$ cat src/sdha_params.svh
// Purpose: Offsets, field positions and reset values of the ADMA data path
// Assumes: Word aligned register offsets on an 8-bit byte address
// Notes:   Included by the design modules; the package does not include it
`ifndef SDHA_PARAMS_SVH
`define SDHA_PARAMS_SVH
// Register byte offsets
`define SDHA_OFS_BLOCK_ATTRIBUTES_REGISTER   8'h04
`define SDHA_OFS_XFERCTL   8'h0c
`define SDHA_OFS_CMDCTL    8'h10
`define SDHA_OFS_PRSSTATE  8'h24
`define SDHA_OFS_INTERRUPT_STATUS_REGISTER   8'h30
`define SDHA_OFS_IRQMASK   8'h34
`define SDHA_OFS_FIFOLVL   8'h38
// Transfer control fields
`define SDHA_XC_START      0
`define SDHA_XC_BLOCK_COUNT_ENABLE       1
`define SDHA_XC_ADMA2      2
`define SDHA_XC_ABORT      3
`define SDHA_XC_WM_LSB     8
// Command control fields
`define SDHA_CC_ARM        8
// Present state fields
`define SDHA_PS_BUSY       0
`define SDHA_PS_DLA        2
`define SDHA_PS_DAT0       24
// Interrupt status fields
`define SDHA_IS_TC         0
`define SDHA_IS_CRC        1
`define SDHA_IS_IDX        2
`define SDHA_IS_RESP       3
// Reset values
`define SDHA_RST_BLOCK_ATTRIBUTES_REGISTER   32'h0001_0200
`define SDHA_RST_WM        4'h1
// Response frame and data word size
`define SDHA_RESP_BITS     6'd48
`define SDHA_WORD_BYTES    17'd4
`endif

$ cat src/sdha_pkg.sv
// Purpose: Types shared by the ADMA data path modules
// Assumes: Constants live in sdha_params.svh
// Notes:   Nothing here is imported; users write sdha_pkg::name
package sdha_pkg;
    // Descriptor word as handed over by the descriptor fetcher
    typedef struct packed {
        logic [15:0] len;
        logic [9:0]  rsv_hi;
        logic [1:0]  act;
        logic        rsv_lo;
        logic        intr;
        logic        last;
        logic        valid;
    } sdha_desc_t;

    // Descriptor actions
    typedef enum logic [1:0] {
        SDHA_ACT_NOP  = 2'h0,
        SDHA_ACT_RSV  = 2'h1,
        SDHA_ACT_TRAN = 2'h2,
        SDHA_ACT_LINK = 2'h3
    } sdha_act_t;

    // Data path states, Gray coded along the usual path
    typedef enum logic [2:0] {
        SDHA_IDLE  = 3'h0,
        SDHA_FETCH = 3'h1,
        SDHA_XFER  = 3'h3,
        SDHA_WTC   = 3'h2
    } sdha_state_t;
endpackage

$ cat src/sdha_core.sv
// Purpose: ADMA read data path with block counting and response check
// Assumes: Card clock, command and DAT0 arrive from pins, clock is 40 MHz
// Notes:   Card data is taken serially on DAT0, MSB first, 32 bits a word
//
// The placing of the registers and the strobed register port were left to the implementer.
`timescale 1ns/1ps
`include "sdha_params.svh"

module sdha_core #(
    parameter int DEPTH = 4
) (
    input  wire logic        clock,
    input  wire logic        rst_b,
    input  wire logic [7:0]  reg_addr,
    input  wire logic [31:0] reg_wdata,
    input  wire logic        reg_wr,
    input  wire logic        reg_rd,
    output logic      [31:0] reg_rdata,
    input  wire logic        desc_valid,
    input  wire logic [31:0] desc_data,
    output logic             desc_ready,
    output logic             dma_valid,
    input  wire logic        dma_ready,
    output logic      [31:0] dma_data,
    input  wire logic        sd_clk,
    input  wire logic        sd_cmd,
    input  wire logic        sd_dat0,
    output logic             fifo_clk_en,
    output logic             irq
);
    localparam int AW = $clog2(DEPTH);

    typedef struct packed {
        sdha_pkg::sdha_state_t   st;
        logic [2:0]              clk_sy;
        logic [1:0]              cmd_sy;
        logic [1:0]              dat_sy;
        logic [12:0]             blk_size;
        logic [15:0]             blk_cnt;
        logic                    block_count_enable;
        logic                    adma2;
        logic [3:0]              wm;
        logic [5:0]              cmd_idx;
        logic [3:0]              stat;
        logic [3:0]              mask;
        logic                    last;
        logic [16:0]             left;
        logic [12:0]             in_blk;
        logic [4:0]              nbit;
        logic [31:0]             shift;
        logic [DEPTH-1:0][31:0]  mem;
        logic [AW-1:0]           wp;
        logic [AW-1:0]           rp;
        logic [AW:0]             cnt;
        logic [31:0]             rdata;
    } sdha_core_t;

    sdha_core_t s_reg, s_next;
    sdha_pkg::sdha_desc_t desc;
    logic clk_rise;
    logic full;
    logic empty;
    logic push;
    logic pop;
    logic word_done;
    logic blk_done;
    logic ends_xfer;
    logic arm;
    logic resp_done;
    logic crc_err;
    logic idx_err;

    assign desc      = sdha_pkg::sdha_desc_t'(desc_data);
    assign clk_rise  = s_reg.clk_sy[1] && !s_reg.clk_sy[2];
    assign full      = s_reg.cnt == (AW+1)'(DEPTH);
    assign empty     = s_reg.cnt == '0;
    assign arm       = reg_wr && reg_addr == `SDHA_OFS_CMDCTL
                       && reg_wdata[`SDHA_CC_ARM];

    // Card side fills only while not full; bus side drains while not empty
    assign fifo_clk_en = s_reg.st != sdha_pkg::SDHA_IDLE && !full
                         && !empty;
    assign word_done = s_reg.st == sdha_pkg::SDHA_XFER && clk_rise && !full
                       && s_reg.nbit == 5'd31;
    assign push      = word_done;
    assign blk_done  = word_done && (s_reg.in_blk + 13'd4 >= s_reg.blk_size);
    // Block limit: counting ends at zero, a count of one always ends
    assign ends_xfer = blk_done && (s_reg.blk_cnt == 16'd1);
    // Watermark gates bus requests, the tail drains regardless
    assign dma_valid = !empty && (s_reg.cnt >= (AW+1)'(s_reg.wm)
                       || s_reg.st == sdha_pkg::SDHA_WTC);
    assign pop       = dma_valid && dma_ready;
    assign dma_data  = s_reg.mem[s_reg.rp];
    assign desc_ready = s_reg.st == sdha_pkg::SDHA_FETCH;
    assign irq       = |(s_reg.stat & s_reg.mask);
    assign reg_rdata = s_reg.rdata;

    // Next state of the whole data path
    always_comb begin
        s_next = s_reg;
        // Two flip-flop synchronisers, third stage for edge finding
        s_next.clk_sy = {s_reg.clk_sy[1:0], sd_clk};
        s_next.cmd_sy = {s_reg.cmd_sy[0], sd_cmd};
        s_next.dat_sy = {s_reg.dat_sy[0], sd_dat0};
        s_next.rdata = 32'h0;
        // Register writes
        if (reg_wr) begin
            unique case (reg_addr)
                `SDHA_OFS_BLOCK_ATTRIBUTES_REGISTER: begin
                    s_next.blk_size = reg_wdata[12:0];
                    s_next.blk_cnt = reg_wdata[31:16];
                end
                `SDHA_OFS_XFERCTL: begin
                    s_next.block_count_enable = reg_wdata[`SDHA_XC_BLOCK_COUNT_ENABLE];
                    s_next.adma2 = reg_wdata[`SDHA_XC_ADMA2];
                    s_next.wm = reg_wdata[`SDHA_XC_WM_LSB +: 4];
                end
                `SDHA_OFS_CMDCTL: s_next.cmd_idx = reg_wdata[5:0];
                `SDHA_OFS_INTERRUPT_STATUS_REGISTER: s_next.stat = s_reg.stat & ~reg_wdata[3:0];
                `SDHA_OFS_IRQMASK: s_next.mask = reg_wdata[3:0];
                default: ;
            endcase
        end
        // Register reads, data stand one cycle
        if (reg_rd) begin
            unique case (reg_addr)
                `SDHA_OFS_BLOCK_ATTRIBUTES_REGISTER:
                    s_next.rdata = {s_reg.blk_cnt, 3'h0, s_reg.blk_size};
                `SDHA_OFS_XFERCTL:
                    s_next.rdata = {20'h0, s_reg.wm, 5'h0, s_reg.adma2,
                                    s_reg.block_count_enable, 1'b0};
                `SDHA_OFS_CMDCTL: s_next.rdata = {26'h0, s_reg.cmd_idx};
                `SDHA_OFS_PRSSTATE: begin
                    s_next.rdata[`SDHA_PS_DAT0] = s_reg.dat_sy[1];
                    s_next.rdata[`SDHA_PS_DLA] =
                        s_reg.st != sdha_pkg::SDHA_IDLE;
                    s_next.rdata[`SDHA_PS_BUSY] = !s_reg.dat_sy[1];
                end
                `SDHA_OFS_INTERRUPT_STATUS_REGISTER: s_next.rdata = {28'h0, s_reg.stat};
                `SDHA_OFS_IRQMASK: s_next.rdata = {28'h0, s_reg.mask};
                `SDHA_OFS_FIFOLVL:
                    s_next.rdata = 32'(s_reg.cnt);
                default: s_next.rdata = 32'h0;
            endcase
        end
        // FIFO pointers and level
        if (push) begin
            s_next.mem[s_reg.wp] = {s_reg.shift[30:0], s_reg.dat_sy[1]};
            s_next.wp = (s_reg.wp == AW'(DEPTH - 1)) ? '0 : s_reg.wp + 1'b1;
        end
        if (pop) begin
            s_next.rp = (s_reg.rp == AW'(DEPTH - 1)) ? '0 : s_reg.rp + 1'b1;
        end
        s_next.cnt = s_reg.cnt + (AW+1)'(push) - (AW+1)'(pop);
        // Data path sequencing
        unique case (s_reg.st)
            sdha_pkg::SDHA_IDLE: begin
                if (reg_wr && reg_addr == `SDHA_OFS_XFERCTL
                    && reg_wdata[`SDHA_XC_START]) begin
                    s_next.st = sdha_pkg::SDHA_FETCH;
                    s_next.last = 1'b0;
                    s_next.in_blk = 13'h0;
                    s_next.nbit = 5'h0;
                end
            end
            sdha_pkg::SDHA_FETCH: begin
                if (desc_valid) begin
                    s_next.last = desc.last;
                    // Only TRANS moves data; NOP and LINK pass on
                    if (desc.valid && desc.act == sdha_pkg::SDHA_ACT_TRAN) begin
                        s_next.left = {1'b0, desc.len};
                        s_next.st = sdha_pkg::SDHA_XFER;
                    end else if (desc.last) begin
                        s_next.st = sdha_pkg::SDHA_WTC;
                    end
                end
            end
            sdha_pkg::SDHA_XFER: begin
                if (clk_rise && !full) begin
                    s_next.shift = {s_reg.shift[30:0], s_reg.dat_sy[1]};
                    s_next.nbit = s_reg.nbit + 5'd1;
                end
                if (word_done) begin
                    // A length of 1 to 4 is a single word
                    s_next.left = (s_reg.left <= `SDHA_WORD_BYTES) ? 17'h0
                                  : s_reg.left - `SDHA_WORD_BYTES;
                    s_next.in_blk = blk_done ? 13'h0 : s_reg.in_blk + 13'd4;
                    if (blk_done && s_reg.block_count_enable && s_reg.blk_cnt != 16'h0) begin
                        s_next.blk_cnt = s_reg.blk_cnt - 16'd1;
                    end
                    if (ends_xfer) begin
                        s_next.st = sdha_pkg::SDHA_WTC;
                    end else if (s_reg.left <= `SDHA_WORD_BYTES) begin
                        s_next.st = s_reg.last ? sdha_pkg::SDHA_WTC
                                    : sdha_pkg::SDHA_FETCH;
                    end
                end
            end
            sdha_pkg::SDHA_WTC: begin
                // Completion needs a drained FIFO and aligned block size
                if (empty && s_reg.blk_size[1:0] == 2'b00) begin
                    s_next.stat[`SDHA_IS_TC] = 1'b1;
                    s_next.st = sdha_pkg::SDHA_IDLE;
                end
            end
            default: s_next.st = sdha_pkg::SDHA_IDLE;
        endcase
        // Software abort leaves any stall
        if (reg_wr && reg_addr == `SDHA_OFS_XFERCTL
            && reg_wdata[`SDHA_XC_ABORT]) begin
            s_next.st = sdha_pkg::SDHA_IDLE;
            s_next.cnt = '0;
            s_next.rp = s_next.wp;
        end
        // Response events set after clears, so a set wins
        if (resp_done) begin
            s_next.stat[`SDHA_IS_RESP] = 1'b1;
        end
        if (crc_err) begin
            s_next.stat[`SDHA_IS_CRC] = 1'b1;
        end
        if (idx_err) begin
            s_next.stat[`SDHA_IS_IDX] = 1'b1;
        end
    end

    // State register
    always_ff @(posedge clock or negedge rst_b) begin
        if (!rst_b) begin
            s_reg <= '0;
            s_reg.blk_size <= 13'(`SDHA_RST_BLOCK_ATTRIBUTES_REGISTER);
            s_reg.blk_cnt <= 16'(`SDHA_RST_BLOCK_ATTRIBUTES_REGISTER >> 16);
            s_reg.wm <= `SDHA_RST_WM;
        end else begin
            s_reg <= s_next;
        end
    end

    // Response checker runs regardless of the data path state
    sdha_resp_chk u_chk (
        .clock     (clock),
        .rst_b     (rst_b),
        .bit_en    (clk_rise),
        .cmd_bit   (s_reg.cmd_sy[1]),
        .arm       (arm),
        .exp_index (s_reg.cmd_idx),
        .done      (resp_done),
        .crc_err   (crc_err),
        .idx_err   (idx_err)
    );

    a_tc_aligned: assert property (
        @(posedge clock) disable iff (!rst_b)
        $rose(s_reg.stat[`SDHA_IS_TC]) |-> $past(s_reg.blk_size[1:0]) == 2'b00
        && $past(empty))
        else $error("Transfer complete with unaligned block or data left");
    a_wtc_stall: assert property (
        @(posedge clock) disable iff (!rst_b)
        s_reg.st == sdha_pkg::SDHA_WTC && s_reg.blk_size[1:0] != 2'b00
        && !reg_wr |=> s_reg.st == sdha_pkg::SDHA_WTC)
        else $error("Unaligned read left the completion wait");
    a_count_one_end: assert property (
        @(posedge clock) disable iff (!rst_b)
        ends_xfer |=> s_reg.st == sdha_pkg::SDHA_WTC)
        else $error("Block count of one did not end transfer");
    a_blk_decrement: assert property (
        @(posedge clock) disable iff (!rst_b)
        blk_done && s_reg.block_count_enable && s_reg.blk_cnt != 16'h0 && !reg_wr
        |=> s_reg.blk_cnt == $past(s_reg.blk_cnt) - 16'd1)
        else $error("Block count did not drop after a block");
    a_no_push_full: assert property (
        @(posedge clock) disable iff (!rst_b)
        full |-> !push && !fifo_clk_en)
        else $error("FIFO clock ran or filled while full");
    a_empty_pause: assert property (
        @(posedge clock) disable iff (!rst_b)
        empty |-> !fifo_clk_en && !dma_valid)
        else $error("FIFO clock ran while empty");
    a_dat0_visible: assert property (
        @(posedge clock) disable iff (!rst_b)
        reg_rd && reg_addr == `SDHA_OFS_PRSSTATE
        |=> reg_rdata[`SDHA_PS_DAT0] == $past(s_reg.dat_sy[1]))
        else $error("Present state bit 24 is not the DAT0 level");
    a_short_one_word: assert property (
        @(posedge clock) disable iff (!rst_b)
        word_done && s_reg.left <= `SDHA_WORD_BYTES && !ends_xfer && !reg_wr
        |=> s_reg.st != sdha_pkg::SDHA_XFER)
        else $error("Short descriptor moved more than one word");
    a_crc_flag_set: assert property (
        @(posedge clock) disable iff (!rst_b)
        crc_err |=> s_reg.stat[`SDHA_IS_CRC])
        else $error("CRC mismatch not flagged");

    c_tc_done: cover property (@(posedge clock) disable iff (!rst_b)
        $rose(s_reg.stat[`SDHA_IS_TC]));
    c_resp_in_xfer: cover property (@(posedge clock) disable iff (!rst_b)
        resp_done && s_reg.st == sdha_pkg::SDHA_XFER);
    c_count_end: cover property (@(posedge clock) disable iff (!rst_b)
        ends_xfer && s_reg.block_count_enable);
    c_fifo_full: cover property (@(posedge clock) disable iff (!rst_b)
        full && s_reg.st == sdha_pkg::SDHA_XFER);
endmodule

$ cat src/sdha_resp_chk.sv
// Purpose: Command response framing, index and CRC7 check
// Assumes: bit_en pulses once per card clock rising edge
// Notes:   Runs independently of the data path
`timescale 1ns/1ps
`include "sdha_params.svh"
module sdha_resp_chk (
    input  wire logic       clock,
    input  wire logic       rst_b,
    input  wire logic       bit_en,
    input  wire logic       cmd_bit,
    input  wire logic       arm,
    input  wire logic [5:0] exp_index,
    output logic            done,
    output logic            crc_err,
    output logic            idx_err
);
    typedef struct packed {
        logic        armed;
        logic        busy;
        logic [5:0]  cnt;
        logic [47:0] sh;
        logic        done;
        logic        crc_err;
        logic        idx_err;
    } sdha_chk_t;

    sdha_chk_t s_reg, s_next;

    // CRC7 over the first forty response bits
    function automatic logic [6:0] sdha_crc7(input logic [39:0] d);
        logic [6:0] c;
        logic       fb;
        c = 7'h00;
        for (int i = 39; i >= 0; i--) begin
            fb = d[i] ^ c[6];
            c = {c[5:0], 1'b0};
            if (fb) begin
                c = c ^ 7'h09;
            end
        end
        return c;
    endfunction

    // Wait for start bit, gather the frame, check it
    always_comb begin
        s_next = s_reg;
        s_next.done = 1'b0;
        s_next.crc_err = 1'b0;
        s_next.idx_err = 1'b0;
        if (arm) begin
            s_next.armed = 1'b1;
        end
        if (bit_en) begin
            if (!s_reg.busy && s_reg.armed && !cmd_bit) begin
                s_next.busy = 1'b1;
                s_next.cnt = 6'd1;
                s_next.sh = 48'h0;
            end else if (s_reg.busy) begin
                s_next.sh = {s_reg.sh[46:0], cmd_bit};
                s_next.cnt = s_reg.cnt + 6'd1;
                if (s_reg.cnt == `SDHA_RESP_BITS - 6'd1) begin
                    s_next.busy = 1'b0;
                    s_next.armed = arm;
                    s_next.done = 1'b1;
                    // Flag both mismatches
                    s_next.crc_err = sdha_crc7(s_reg.sh[46:7])
                                     != s_reg.sh[6:0];
                    s_next.idx_err = s_reg.sh[44:39] != exp_index;
                end
            end
        end
    end

    // State register
    always_ff @(posedge clock or negedge rst_b) begin
        if (!rst_b) begin
            s_reg <= '0;
        end else begin
            s_reg <= s_next;
        end
    end

    assign done    = s_reg.done;
    assign crc_err = s_reg.crc_err;
    assign idx_err = s_reg.idx_err;

    a_err_with_done: assert property (
        @(posedge clock) disable iff (!rst_b)
        (crc_err || idx_err) |-> done)
        else $error("Response error flagged without frame end");
endmodule

$ cat config.mk
export PLATFORM = sky130hd
export DESIGN_NAME = sdha_core
export DESIGN_NICKNAME = d
export VERILOG_FILES = /design/src/sdha_pkg.sv /design/src/sdha_core.sv /design/src/sdha_resp_chk.sv
export VERILOG_INCLUDE_DIRS = /design/src /design/src/src
export SDC_FILE = /design/constraint.sdc
export NUM_CORES = 1
export LEC_CHECK = 0
export BUFFER_PORTS_ARGS = -buffer_cell sky130_fd_sc_hd__buf_2
export CORE_UTILIZATION = 23
export CTS_CLUSTER_DIAMETER = 40
export DETAILED_ROUTE_END_ITERATION = 10
export HOLD_SLACK_MARGIN = 0.1
export SLEW_MARGIN = 40
export SYNTH_ARGS = -nofsm -noshare
export SYNTH_HDL_FRONTEND = slang
export SYNTH_SLANG_ARGS = --single-unit
$ cat constraint.sdc
create_clock -name clock -period 5.8 [get_ports clock]
set_input_delay 0.58 -clock clock [delete_from_list [all_inputs] [get_ports clock]]
set_output_delay 0.58 -clock clock [all_outputs]
set_load 0.02 [all_outputs]
==> results.toml <==
[status]
outcome = "completed"

[layout]
area_growth_pct = 22.6
final_nets = 1573
utilization = 0.286
antenna_cells = 0
largest_reg_flops = 254
final_cell_mix = "dfrtp_1, mux2_2, buf_2"
drive_above_1_share = 0.319
fillers = 7181
register_area_um2 = 8640
layout_commonest_cell = "dfrtp_1"
multi_input_area_um2 = 7100

[setup_path]
crit_slowest_cell = "or2_1"
start_kind = "register"
critPathRequiredTime_ns = 6.30
r2r_slack_ns = 2.02
critPathCaptureType = "register"
crit_chain = "ha_1, nand3_1, nor2_1, and3_1, nand3_1, xnor2_1, ha_1, a21oi_1, a21o_1, or2_1, nor2_1, a311oi_1"
critPathMaxFanout = 15
path_class = "register to register"
max_stage_delay_ns = 0.48
worstPathArrival_ns = 4.27

[clock_tree]
path_clk_slew_ns = 0.05
cts_tree = "built"
clockBufferDepth = 3
cts-resized-gates = 0
numCtsBuffers = 58
clk_latency_ns = 0.61
cts_root_buffer = "clkbuf_16"
cts_sinks = 345
cts_max_level = 2

[timing]
period_needed_ns = 3.78
relSlewSlack = 0.485
rsz0062_at_grt = "false"
hold_violations = 0
drv_slew = 0
worst_pin_slew_ns = 0.765
min_period_over_period = 0.651
tns_ns = 0
setup_viol = 0
fin_worst_skew_ns = 0.0325
max_freq_mhz = 265

[detailed_routing]
detail_route.vias_per_cell = 4.45
wl_per_cell_um = 16.2
drc_errors = 0
initialDrtViolationCount = 761
vias = 10900
routed_wl_um = 39600
first_pass_iters = 5
drtAntennaViolNets = 0

[yosys]
yosysWarnings = 0
synthSimpleGateAreaFrac = 0.0836
synth_xor_area_frac = 0.0599
synth_top_family_by_area = "multiplexers"
syn_avg_cell_area_um2 = 12.2
netlist_instances = 1341
synth.mux.area_fraction = 0.169
ys.flop_type = "dfrtp_1"
ys_types = 67
synth_seq_cells = 345
synth_edf_count = 0
synth_fa_ha_area_frac = 0.0242
seq_area_frac_synth = 0.529
synth_top_area_cell = "dfrtp_1"
syn_area_um2 = 16300
synth_top_area_frac = 0.524
yosys-top-cells-area = "dfrtp_1, mux2_2, mux4_2, xnor2_1, a22o_1"
synth_compound_area_frac = 0.0953
ys_async_sr_fraction = 1.00

[die]
start_util = 0.233
dieHeight_um = 268
io_pins = 149
die_area_um2 = 72100
fp.dieW_um = 268
rows = 97
core_region_area_um2 = 70100

[power]
leakage_nw = 9.59
peakVddDrop_mv = 0.223
total_power_w = 0.00786
cellPowerDensity_nw_per_um2 = 392

[grt]
grt_pass1_vias = 11200
gr-total-overflow = 0
track_usage = 0.110
grt_pass1_wl_um = 62400
grt_start_max_net_pins = 161
antenna_found_initial = 3

[run]
maxCapViolations = 0

[placement]
dpl.hpwl_um = 26300
portBuffers = 130
gp_congestion = 0.821

[hold_path]
hold_class = "input pin to register"
-- worst max-delay path: cells and delay by family, from the launching register on --
family	cells	cell delay, ns
xor gates and xnor gates	1	0.23
adders and majority gates	2	0.54
DFF	1	0.42
AOI/OAI and AO/OA	3	1.00
and+or+nand+nor	6	1.47
-- power breakdown --
part | switching (W) | internal, W
clock network | 0.00131 | 0.00228
logic | 0.000781 | 0.000548
registers | 0.000281 | 0.00265
total | 0.00237 | 0.00548
-- routing by layer --
metal,vias to the layer above,track usage,share of wire
met1,5514,0.145,0.45
li1,5060,-,-
met2,232,0.175,0.47
met3,80,0.0280,0.056
met5,-,0,0.00058
met4,4,0.0378,0.024
-- logic make-up (layout without fill, tap and decap cells) --
| group | count (synthesis) | after routing |
|---|---|---|
| muxes | 214 | 214 |
| other | 1 | 3 |
| DFF | 345 | 345 |
| and+or+nand+nor | 290 | 290 |
| xor gates and xnor gates | 97 | 97 |
| AOI/OAI and AO/OA | 227 | 227 |
| buffers and inverters | 136 | 302 |
| adders and majority gates | 31 | 31 |
-- synthesized netlist by cell type (5+ instances only) --
| master | number |
|---|---|
| mux4_2 | 32 |
| a21oi_1 | 36 |
| a22oi_1 | 10 |
| o211ai_1 | 9 |
| nand3_1 | 25 |
| nand2_1 | 94 |
| and2_1 | 7 |
| inv_1 | 38 |
| buf_4 | 32 |
| xnor2_2 | 5 |
| xor2_1 | 26 |
| nand2b_1 | 5 |
| dfrtp_1 | 342 |
| nor3_1 | 18 |
| buf_2 | 5 |
| mux2i_1 | 8 |
| or3_1 | 9 |
| a21o_1 | 6 |
| and3_1 | 25 |
| a22o_1 | 48 |
| nor2_1 | 72 |
| nor3b_1 | 6 |
| buf_1 | 17 |
| ha_1 | 30 |
| o21a_1 | 5 |
| o21ai_0 | 61 |
| a211oi_1 | 13 |
| clkbuf_1 | 43 |
| nor4_1 | 10 |
| nand4_1 | 7 |
| xnor2_1 | 60 |
| a31oi_1 | 5 |
| mux2_2 | 174 |
-- path summary, 6_finish.rpt --
kind | from | endpoint | depth (start not counted)
min | reg_wdata[6] | s_reg[277] | 3
max in group asynchronous | rst_b | u_chk.s_reg[34] | 4
max | s_reg[206] | s_reg[264] | 12
max reg2reg | s_reg[206] | s_reg[264] | 12
min in group asynchronous | rst_b | s_reg[176] | 2
min reg2reg | s_next[287] | s_reg[287] | 0
-- through the flow --
| step | hold WS (ns) | setup WS (ns) | cell area [um^2] | std cells |
|---|---|---|---|---|
| floorplan | 0.284 | 2.53 | 16300 | 1343 |
| global placement | 0.339 | 1.84 | 17900 | 2335 |
| detailed placement | 0.355 | 1.86 | 17900 | 2336 |
| CTS | 0.136 | 2.05 | 20000 | 2448 |
| global route | 0.170 | 1.64 | 20000 | 2449 |
| finish | 0.180 | 2.02 | 20000 | 2449 |
-- what timing repair did --
action,CTS,global route
setup endpoints to repair,0,0
endpoints found under the hold margin,49,0
hold buffers,4,0
buffers inserted,0,0
-- final cells by class --
type                       instances  share of cell area
sequential                       345               0.431
multi-input combinational        862               0.354
clock buffer                      67              0.0761
tap                              940              0.0587
timing repair buffer             155              0.0457
clock inverter                    41              0.0267
inverter                          39             0.00731
No activity file was read; power rests on OpenSTA's default activity.
